===== src/logic/scr_pkg.sv =====
// Purpose: constants and types for the serial port configuration and
//          status register bank
// Assumes: 50 MHz clk, serial port in mode 0, 7-bit register address
// Notes:   one source for offsets, field positions and reset values
//
// What this block does
// - bit 7 write starts soft reset, self-clears
// - streaming address ascends if bit 5 set
// - serial output driven only while enable set
// - bit 3 echoes the output drive enable
// - bit 2 echoes the address order bit
// - bit 0 mirrors soft reset, also starts it
// - one-transfer bit set disables streaming
`default_nettype none

package scr_pkg;

  // ------------------------------------------------------------------
  // register offsets
  // ------------------------------------------------------------------
  localparam logic [6:0] ADDR_CFG_A   = 7'h00;
  localparam logic [6:0] ADDR_CFG_B   = 7'h01;
  localparam logic [6:0] ADDR_CAL3_HI = 7'h3e;
  localparam logic [6:0] ADDR_MCLK    = 7'h3f;
  localparam logic [6:0] ADDR_OFUF    = 7'h40;
  localparam logic [6:0] ADDR_SETTLE  = 7'h41;
  localparam logic [6:0] ADDR_INTERR  = 7'h42;
  localparam logic [6:0] ADDR_SPIERR  = 7'h47;
  localparam logic [6:0] ADDR_AINOR   = 7'h48;

  // ------------------------------------------------------------------
  // field positions and reset values
  // ------------------------------------------------------------------
  localparam int CFGA_SRST      = 7;
  localparam int CFGA_ASC       = 5;
  localparam int CFGA_SDO       = 4;
  localparam int CFGA_SDO_ECHO  = 3;
  localparam int CFGA_ASC_ECHO  = 2;
  localparam int CFGA_SRST_ECHO = 0;
  localparam int CFGB_ONE       = 7;
  localparam int CFGB_RDBACK    = 5;
  localparam int CFGB_DIGIF     = 1;
  localparam int CFGB_BIT0      = 0;
  localparam int SPIE_CRC       = 3;
  localparam int SPIE_SCLK      = 2;
  localparam int SPIE_WRITE     = 1;
  localparam int SPIE_READ      = 0;
  localparam int CMD_READ       = 7;
  localparam logic [7:0] CFGA_RST = 8'h18;
  localparam logic [7:0] CFGB_RST = 8'h80;
  localparam logic [7:0] ZERO_RST = 8'h00;

  // ------------------------------------------------------------------
  // timing
  // ------------------------------------------------------------------
  localparam int CLK_MHZ     = 50;
  localparam int SOFT_RST_NS = 200;
  // least time, rounded up to whole cycles
  localparam int SOFT_RST_CYC = (SOFT_RST_NS * CLK_MHZ + 999) / 1000;
  localparam int SRST_W       = 4;
  localparam logic [SRST_W-1:0] SRST_LOAD = SRST_W'(SOFT_RST_CYC);
  localparam logic [SRST_W-1:0] SRST_ONE  = 4'h1;
  localparam logic [SRST_W-1:0] SRST_IDLE = 4'h0;
  // last divider count; master clock tally advances once per this many plus one clk cycles
  localparam logic [3:0] MCLK_DIV_LAST = 4'h3;

  // ------------------------------------------------------------------
  // types
  // ------------------------------------------------------------------
  typedef enum logic [3:0] {
    ST_IDLE = 4'b0001,
    ST_CMD  = 4'b0010,
    ST_DATA = 4'b0100,
    ST_DONE = 4'b1000
  } scr_state_e;

  typedef struct packed {
    logic       one_transfer_only;
    logic       readback_master;
    logic       dig_if_reset;
    logic       addr_ascend;
    logic       serial_out_drive_enable;
    logic       soft_reset_busy;
  } scr_ctrl_s;

  typedef struct packed {
    logic [3:0] filt_overflow;
    logic [3:0] filt_settled;
    logic [3:0] internal_fault;
    logic [3:0] ain_overrange;
    logic       spi_crc_err;
  } scr_stat_s;

endpackage

`default_nettype wire


===== src/logic/scr_pin_sync.sv =====
// Purpose: bring serial port pins into the clk domain, find sclk edges
// Assumes: sclk slower than clk / 6 so every level is seen twice
// Notes:   edges are judged on the second stage only
`default_nettype none

module scr_pin_sync (
  // clock and reset
  input  wire logic clk,
  input  wire logic nrst,
  // raw pins
  input  wire logic sclk,
  input  wire logic cs_n,
  input  wire logic sdi,
  // synchronised view
  output logic      sdi_s,
  output logic      cs_act,
  output logic      cs_start,
  output logic      cs_end,
  output logic      sclk_rise,
  output logic      sclk_fall
);

  logic [2:0] meta_r;
  logic [2:0] sync_r;
  logic [1:0] last_r;

  // -----------------------------------------------------------------
  // two flops per pin, chip select idles high
  // -----------------------------------------------------------------
  always_ff @(posedge clk or negedge nrst)
  begin
    if (!nrst)
    begin
      meta_r <= 3'h2;
      sync_r <= 3'h2;
    end
    else
    begin
      meta_r <= {sdi, cs_n, sclk};
      sync_r <= meta_r;
    end
  end

  // previous stable level for edge detection
  always_ff @(posedge clk or negedge nrst)
  begin
    if (!nrst)
      last_r <= 2'h2;
    else
      last_r <= sync_r[1:0];
  end

  // edges; a low chip select gates clock edges
  assign sdi_s     = sync_r[2];
  assign cs_act    = !sync_r[1];
  assign cs_start  = last_r[1] && !sync_r[1];
  assign cs_end    = !last_r[1] && sync_r[1];
  assign sclk_rise = cs_act && !last_r[0] && sync_r[0];
  assign sclk_fall = cs_act && last_r[0] && !sync_r[0];

endmodule

`default_nettype wire


===== src/logic/scr_regs.sv =====
// Purpose: serial port slave with configuration and status registers
// Assumes: mode 0 framing, first byte read flag and 7-bit address
// Notes:   soft reset clears registers, not a frame in flight
`default_nettype none

module scr_regs (
  // clock and reset
  input  wire logic              clk,
  input  wire logic              nrst,
  // serial port pins
  input  wire logic              sclk,
  input  wire logic              cs_n,
  input  wire logic              sdi,
  output logic                   sdo,
  output logic                   sdo_oe_n,
  // device side
  input  wire scr_pkg::scr_stat_s stat_i,
  output scr_pkg::scr_ctrl_s     ctrl_o,
  output logic [7:0]             cal3_hi_o
);

  logic                        sdi_s;
  logic                        cs_act;
  logic                        cs_start;
  logic                        cs_end;
  logic                        sclk_rise;
  logic                        sclk_fall;
  scr_pkg::scr_state_e         state_r;
  logic [2:0]                  bitcnt_r;
  logic [6:0]                  rx_r;
  logic [7:0]                  rx_byte;
  logic [7:0]                  tx_r;
  logic                        sdo_r;
  logic                        oe_n_r;
  logic                        rw_r;
  logic [6:0]                  addr_r;
  logic [6:0]                  addr_nxt;
  logic                        byte_done;
  logic                        wr_fire;
  logic                        asc_r;
  logic                        sdo_en_r;
  logic [7:0]                  cfgb_r;
  logic [7:0]                  cal3_r;
  logic [scr_pkg::SRST_W-1:0]  srst_cnt_r;
  logic                        srst_busy;
  logic                        srst_done;
  logic [3:0]                  div_r;
  logic [7:0]                  mclk_r;
  scr_pkg::scr_stat_s          stat_r;
  logic [3:0]                  spierr_r;
  logic [3:0]                  spierr_set;
  logic [8:0]                  rd_cmd;
  logic [8:0]                  rd_nxt;

  scr_pin_sync u_sync (
    .clk       (clk),
    .nrst      (nrst),
    .sclk      (sclk),
    .cs_n      (cs_n),
    .sdi       (sdi),
    .sdi_s     (sdi_s),
    .cs_act    (cs_act),
    .cs_start  (cs_start),
    .cs_end    (cs_end),
    .sclk_rise (sclk_rise),
    .sclk_fall (sclk_fall)
  );

  // -----------------------------------------------------------------
  // register decode
  // -----------------------------------------------------------------
  // read view: bit 8 says the address is mapped
  function automatic logic [8:0] rd_word(input logic [6:0] a);
    logic [7:0] v;
    logic       hit;
    v   = 8'h00;
    hit = 1'b1;
    unique case (a)
      scr_pkg::ADDR_CFG_A:
      begin
        v[scr_pkg::CFGA_SRST]      = srst_busy;
        v[scr_pkg::CFGA_ASC]       = asc_r;
        v[scr_pkg::CFGA_SDO]       = sdo_en_r;
        v[scr_pkg::CFGA_SDO_ECHO]  = sdo_en_r;
        v[scr_pkg::CFGA_ASC_ECHO]  = asc_r;
        v[scr_pkg::CFGA_SRST_ECHO] = srst_busy;
      end
      scr_pkg::ADDR_CFG_B:   v = cfgb_r;
      scr_pkg::ADDR_CAL3_HI: v = cal3_r;
      scr_pkg::ADDR_MCLK:    v = mclk_r;
      scr_pkg::ADDR_OFUF:    v = {4'h0, stat_r.filt_overflow};
      scr_pkg::ADDR_SETTLE:  v = {4'h0, stat_r.filt_settled};
      scr_pkg::ADDR_INTERR:  v = {4'h0, stat_r.internal_fault};
      scr_pkg::ADDR_SPIERR:  v = {4'h0, spierr_r};
      scr_pkg::ADDR_AINOR:   v = {4'h0, stat_r.ain_overrange};
      default:               hit = 1'b0;
    endcase
    return {hit, v};
  endfunction

  // only these addresses take writes
  function automatic logic wr_ok(input logic [6:0] a);
    return (a == scr_pkg::ADDR_CFG_A) || (a == scr_pkg::ADDR_CFG_B) ||
           (a == scr_pkg::ADDR_CAL3_HI);
  endfunction

  assign rx_byte   = {rx_r, sdi_s};
  assign byte_done = sclk_rise && (bitcnt_r == 3'h7);
  assign wr_fire   = byte_done && (state_r == scr_pkg::ST_DATA) && !rw_r;
  // streaming step follows the order bit
  assign addr_nxt  = asc_r ? 7'(addr_r + 7'h01)
                           : 7'(addr_r - 7'h01);
  assign srst_busy = (srst_cnt_r != scr_pkg::SRST_IDLE);
  assign srst_done = (srst_cnt_r == scr_pkg::SRST_ONE);

  // read words for the command address and the next streaming address;
  // a function result cannot be part-selected, so the words get names
  always_comb
  begin
    rd_cmd = rd_word(rx_byte[6:0]);
    rd_nxt = rd_word(addr_nxt);
  end

  // -----------------------------------------------------------------
  // frame engine: sample on sclk rise, shift out on sclk fall
  // -----------------------------------------------------------------
  always_ff @(posedge clk or negedge nrst)
  begin
    if (!nrst)
    begin
      state_r  <= scr_pkg::ST_IDLE;
      bitcnt_r <= 3'h0;
      rx_r     <= 7'h00;
      tx_r     <= 8'h00;
      sdo_r    <= 1'b0;
      rw_r     <= 1'b0;
      addr_r   <= 7'h00;
    end
    else if (cs_start)
    begin
      state_r  <= scr_pkg::ST_CMD;
      bitcnt_r <= 3'h0;
      tx_r     <= 8'h00;
      sdo_r    <= 1'b0;
    end
    else if (!cs_act)
      state_r <= scr_pkg::ST_IDLE;
    else if (sclk_rise)
    begin
      bitcnt_r <= 3'(bitcnt_r + 3'h1);
      rx_r     <= rx_byte[6:0];
      if (byte_done)
      begin
        unique case (state_r)
          scr_pkg::ST_CMD:
          begin
            rw_r    <= rx_byte[scr_pkg::CMD_READ];
            addr_r  <= rx_byte[6:0];
            state_r <= scr_pkg::ST_DATA;
            tx_r    <= rx_byte[scr_pkg::CMD_READ] ?
                       rd_cmd[7:0] : 8'h00;
          end
          scr_pkg::ST_DATA:
            if (cfgb_r[scr_pkg::CFGB_ONE])
            begin
              state_r <= scr_pkg::ST_DONE;
              tx_r    <= 8'h00;
            end
            else
            begin
              addr_r <= addr_nxt;
              tx_r   <= rw_r ? rd_nxt[7:0] : 8'h00;
            end
          scr_pkg::ST_DONE: tx_r <= 8'h00;
          scr_pkg::ST_IDLE: tx_r <= 8'h00;
        endcase
      end
    end
    else if (sclk_fall)
    begin
      sdo_r <= tx_r[7];
      tx_r  <= {tx_r[6:0], 1'b0};
    end
  end

  // output driver stays off unless enabled and selected
  always_ff @(posedge clk or negedge nrst)
  begin
    if (!nrst)
      oe_n_r <= 1'b1;
    else
      oe_n_r <= !(cs_act && sdo_en_r);
  end

  assign sdo      = sdo_r;
  assign sdo_oe_n = oe_n_r;

  // -----------------------------------------------------------------
  // soft reset sequencer; a write while busy does not restart it
  // -----------------------------------------------------------------
  always_ff @(posedge clk or negedge nrst)
  begin
    if (!nrst)
      srst_cnt_r <= scr_pkg::SRST_IDLE;
    else if (srst_busy)
      srst_cnt_r <= scr_pkg::SRST_W'(srst_cnt_r - scr_pkg::SRST_ONE);
    else if (wr_fire && addr_r == scr_pkg::ADDR_CFG_A &&
             (rx_byte[scr_pkg::CFGA_SRST] ||
              rx_byte[scr_pkg::CFGA_SRST_ECHO]))
      srst_cnt_r <= scr_pkg::SRST_LOAD;
  end

  // -----------------------------------------------------------------
  // writable registers
  // -----------------------------------------------------------------
  always_ff @(posedge clk or negedge nrst)
  begin
    if (!nrst)
    begin
      asc_r    <= scr_pkg::CFGA_RST[scr_pkg::CFGA_ASC];
      sdo_en_r <= scr_pkg::CFGA_RST[scr_pkg::CFGA_SDO];
      cfgb_r   <= scr_pkg::CFGB_RST;
      cal3_r   <= scr_pkg::ZERO_RST;
    end
    else if (srst_done)
    begin
      // end of soft reset puts every register back to its default
      asc_r    <= scr_pkg::CFGA_RST[scr_pkg::CFGA_ASC];
      sdo_en_r <= scr_pkg::CFGA_RST[scr_pkg::CFGA_SDO];
      cfgb_r   <= scr_pkg::CFGB_RST;
      cal3_r   <= scr_pkg::ZERO_RST;
    end
    else if (wr_fire)
    begin
      unique case (addr_r)
        scr_pkg::ADDR_CFG_A:
        begin
          asc_r    <= rx_byte[scr_pkg::CFGA_ASC];
          sdo_en_r <= rx_byte[scr_pkg::CFGA_SDO];
        end
        scr_pkg::ADDR_CFG_B:
        begin
          cfgb_r[scr_pkg::CFGB_ONE]    <= rx_byte[scr_pkg::CFGB_ONE];
          cfgb_r[scr_pkg::CFGB_RDBACK] <= rx_byte[scr_pkg::CFGB_RDBACK];
          cfgb_r[scr_pkg::CFGB_DIGIF]  <= rx_byte[scr_pkg::CFGB_DIGIF];
          cfgb_r[scr_pkg::CFGB_BIT0]   <= rx_byte[scr_pkg::CFGB_BIT0];
        end
        scr_pkg::ADDR_CAL3_HI: cal3_r <= rx_byte;
        default: cal3_r <= cal3_r;      // read-only or unmapped
      endcase
    end
  end

  // -----------------------------------------------------------------
  // status: live flags are sampled, port faults are sticky
  // -----------------------------------------------------------------
  always_ff @(posedge clk or negedge nrst)
  begin
    if (!nrst)
      stat_r <= '0;
    else if (srst_done)
      stat_r <= '0;
    else
      stat_r <= stat_i;
  end

  always_ff @(posedge clk or negedge nrst)
  begin
    if (!nrst)
      spierr_r <= 4'h0;
    else if (srst_done)
      spierr_r <= spierr_set;
    else
      spierr_r <= spierr_r | spierr_set;
  end

  // fault events of this cycle; one that meets the end of a soft reset
  // still lands, so the clear never swallows a fresh fault
  always_comb
  begin
    spierr_set                      = 4'h0;
    spierr_set[scr_pkg::SPIE_CRC]   = stat_r.spi_crc_err;
    spierr_set[scr_pkg::SPIE_SCLK]  = cs_end && bitcnt_r != 3'h0 &&
                                      state_r != scr_pkg::ST_IDLE;
    spierr_set[scr_pkg::SPIE_WRITE] = wr_fire && !wr_ok(addr_r);
    spierr_set[scr_pkg::SPIE_READ]  = byte_done && !rd_cmd[8] &&
                                      state_r == scr_pkg::ST_CMD &&
                                      rx_byte[scr_pkg::CMD_READ];
  end

  // master clock tally on a divided enable, wraps at 8 bits
  always_ff @(posedge clk or negedge nrst)
  begin
    if (!nrst)
    begin
      div_r  <= 4'h0;
      mclk_r <= scr_pkg::ZERO_RST;
    end
    else if (srst_done)
    begin
      div_r  <= 4'h0;
      mclk_r <= scr_pkg::ZERO_RST;
    end
    else if (div_r == scr_pkg::MCLK_DIV_LAST)
    begin
      div_r  <= 4'h0;
      mclk_r <= 8'(mclk_r + 8'h01);
    end
    else
      div_r <= 4'(div_r + 4'h1);
  end

  // device-side view
  assign ctrl_o = '{one_transfer_only:       cfgb_r[scr_pkg::CFGB_ONE],
                    readback_master:         cfgb_r[scr_pkg::CFGB_RDBACK],
                    dig_if_reset:            cfgb_r[scr_pkg::CFGB_DIGIF],
                    addr_ascend:             asc_r,
                    serial_out_drive_enable: sdo_en_r,
                    soft_reset_busy:         srst_busy};
  assign cal3_hi_o = cal3_r;

  // -----------------------------------------------------------------
  // checks
  // -----------------------------------------------------------------
  localparam int SRST_MAX = scr_pkg::SOFT_RST_CYC;
endmodule

`default_nettype wire


===== config.mk =====
export PLATFORM = sky130hd
export DESIGN_NAME = scr_regs
export DESIGN_NICKNAME = d
export VERILOG_FILES = /design/src/logic/scr_pkg.sv /design/src/logic/scr_pin_sync.sv /design/src/logic/scr_regs.sv
export SDC_FILE = /design/constraint.sdc
export NUM_CORES = 1
export LEC_CHECK = 0
export ABC_AREA = 1
export BUFFER_PORTS_ARGS = -buffer_cell sky130_fd_sc_hd__buf_4
export CORE_ASPECT_RATIO = 1.2
export CORE_MARGIN = 5
export CORE_UTILIZATION = 61
export DETAILED_ROUTE_END_ITERATION = 7
export PLACE_DENSITY = 0.92
export SLEW_MARGIN = 10
export SYNTH_ARGS = -nofsm -noshare
export SYNTH_HDL_FRONTEND = slang
export SYNTH_HIERARCHICAL = 1
export SYNTH_SLANG_ARGS = --single-unit

===== constraint.sdc =====
create_clock -name clk -period 2.6 [get_ports clk]
set_clock_uncertainty 0.05 [all_clocks]
set_input_delay 0.52 -clock clk [delete_from_list [all_inputs] [get_ports clk]]
set_output_delay 0.52 -clock clk [all_outputs]
set_load 0.05 [all_outputs]

==> flow_metrics.tcl <==
set metrics [dict create \
    rows 37 \
    ant_nets 0 \
    finalCriticalPeriod_ps 2420 \
    cp_slowest_cell "dfrtp_2" \
    die_h_microns 113 \
    slowest_delay_ps 450 \
    yosysWarnings 6 \
    ff2ff_setup_slack_ps 180 \
    dr.first_iter.drc_count 434 \
    cts_buffers 9 \
    synth.area.top_cells "dfrtp_1 39%, nand2_1 11%, inv_1 7.4%" \
    drt-vias-per-instance 5.72 \
    io_pins 38 \
    synth_area_sq_um 5350 \
    status "complete, no violations" \
    grt_use_total_pct 30.8 \
    synth_edf_count 0 \
    drc_errors 0 \
    cp_num_buf_inv 1 \
    setup_tns_ps 0 \
    clockBufferDepth 2 \
    syn-num-nets 754 \
    vdd_ir_drop_max_mv 0.410 \
    cp_data_required_time_ps 2870 \
    clkLatencyLatePin_ps 380 \
    cts.repair.resized 0 \
    grt.overflow.total 0 \
    antenna_found_initial 0 \
    crit_family "simple AND/OR/NAND/NOR gates" \
    vias 5150 \
    hold_viol_final 0 \
    path_common_cell "nand2_1" \
    fmax_mhz 413 \
    die_area_sq_um 10700 \
    setup_viol_count_final 0 \
    drive_gt1_share_pct 17.9 \
    io_buffers 37 \
    r2r_start "addr_r[1]" \
    fin_cells 901 \
    cts_tree "built" \
    crit_fanout 5 \
    yosys_most_used_dff "dfrtp_1" \
    grt_pass1_vias 4999 \
    rr_worst_depth 16 \
    initial_core_util_pct 62.4 \
    ctsHoldBuffers 0 \
    max_slew_margin_pct 62.6 \
    htreeDepth 3 \
    dpl.cell_count 885 \
    p_leak_uw 0.00308 \
    hold_path_class "in -> async" \
    n_antenna_cell 0 \
    wl_per_cell_microns 17.2 \
    worst_r2r_endpoint "tx_r[0]" \
    clock-sinks 91 \
    ys_types 47 \
    grt_pass1_wl_microns 25000 \
    grt_max_degree 52 \
    clkTransAtPathRegs_ps 90 \
    rsz0062_at_grt "no" \
    nNetsFinal 812 \
    mostFrequentLayoutCell "nand2_1" \
    ys_async_sr_fraction_pct 100 \
    syn_inst 721 \
    path_cells "inv_1 -> ha_1 -> nand2_1 -> nand3_1 -> nand2_2 -> nor3_4 -> nand2_2 -> nor2_4 -> nand2_1 -> nor2_1 -> nor3_2 -> nand3_1 -> nand2_1 -> nand2_1 -> nand2_1 -> nand2_1" \
    wl_microns 15500 \
    synth_area_leader_cell "dfrtp_1" \
    startpoint_type "flop" \
    fp.dieW_microns 95.5 \
    syn_to_final_growth_pct 15.1 \
    avgSynthCellArea_sq_um 7.41 \
    critPathKind "reg -> reg" \
    most-common-layout-cells "158 x nand2_1, 106 x inv_1, 87 x nor2_1" \
    endpoint_kind "flop" \
    worst_slew_pin_slew_ps 561 \
    slew_viol_final 0 \
    firstDrtPassIters 5 \
    synth-seq-cells 91 \
    max_cap_viol_count 0 \
    hpwlAfterDp_microns 12200 \
    startpoint "addr_r[1]" \
    clockRootBuffer "clkbuf_8" \
    cp.arrival_ps 2690 \
    post-route-period-util_pct 93.2 \
    place_congestion 1.07 \
    p_per_area_nw_per_um2 535 \
    coreArea_sq_um 8560 \
    yosysSeqAreaShare_pct 42.8 \
    netlist.area_leader.share_pct 39.3 \
    cts_setup_buffers 0 \
]
==> power by group <==
| group | switching [uW] | total (uW) | internal (uW) | leakage, uW |
|---|---|---|---|---|
| combinational | 330 | 490 | 160 | 0.00181 |
| sequential | 106 | 1650 | 1540 | 0.00115 |
| clock | 526 | 1150 | 629 | 0.000125 |
| total | 962 | 3290 | 2330 | 0.00308 |
==> cell usage after synthesis (all sizes together), types with 2 or more instances <==
library cell / number
a21oi: 34
a221oi: 2
buf: 9
clkbuf: 8
dfrtp: 84
dfstp: 7
ha: 11
inv: 113
nand2: 172
nand3: 62
nand4: 9
nor2: 102
nor3: 14
nor3b: 2
nor4: 2
o211ai: 3
o21ai: 66
o21bai: 2
o22ai: 8
xnor2: 2
==> worst max path at each step <==
stage               cells after the start       to  slack (ps)
floorplan                              15  tx_r[2]         300
global placement                       16  tx_r[2]         260
detailed placement                     15  tx_r[5]         220
CTS                                    15  tx_r[5]         190
global route                           15  tx_r[1]          20
finish                                 16  tx_r[0]         180
==> state kept, by name, indices dropped and copies added (netlist names), 2 cells and up <==
register / flops
addr_r: 7
bitcnt_r: 3
cal3_hi_o: 8
cfgb_r: 4
div_r: 4
mclk_r: 8
rx_r: 7
spierr_r: 4
srst_cnt_r: 4
stat_r: 16
state_r: 4
tx_r: 8
u_sync/last_r: 2
u_sync/meta_r: 3
u_sync/sync_r: 3
==> area by class of cell <==
| cell class | instances | area [sq um] |
|---|---|---|
| clock inverter | 4 | 80.1 |
| fill | 686 | 2410 |
| timing repair buffer | 64 | 493 |
| clock buffer | 12 | 165 |
| inverter | 114 | 430 |
| tap | 117 | 146 |
| multi-input combinational | 499 | 2550 |
| sequential | 91 | 2290 |
==> routing by layer <==
| metal | wire, microns | GRT usage [%] | up-vias |
|---|---|---|---|
| met5 | 0 | 0 | - |
| met2 | 7840 | 51.8 | 258 |
| met4 | 609 | 15.8 | 0 |
| met3 | 961 | 4.16 | 38 |
| li1 | - | - | 2429 |
| met1 | 6100 | 38.3 | 2425 |
==> per-stage QoR <==
step,hold WS (ps),cell area [sq um],setup slack (ps),utilization [%],total power [uW]
global route,106,6150,18.4,71.8,3440
CTS,78.4,6130,189,71.6,3300
detailed placement,292,5890,217,68.8,2160
finish,69.1,6150,178,71.8,3290
floorplan,174,5350,305,-,1960
global placement,282,5890,261,68.8,2130
==> logic make-up after synthesis <==
logic type      count (synthesis)  share of synthesized area, %
xor+xnor                        3                         0.843
flops                          91                          42.8
buf+inv                       131                          9.83
compound gates                122                          12.8
fa+ha+maj                      11                          2.57
simple gates                  363                          31.2
(Power assumes the default switching activity.)
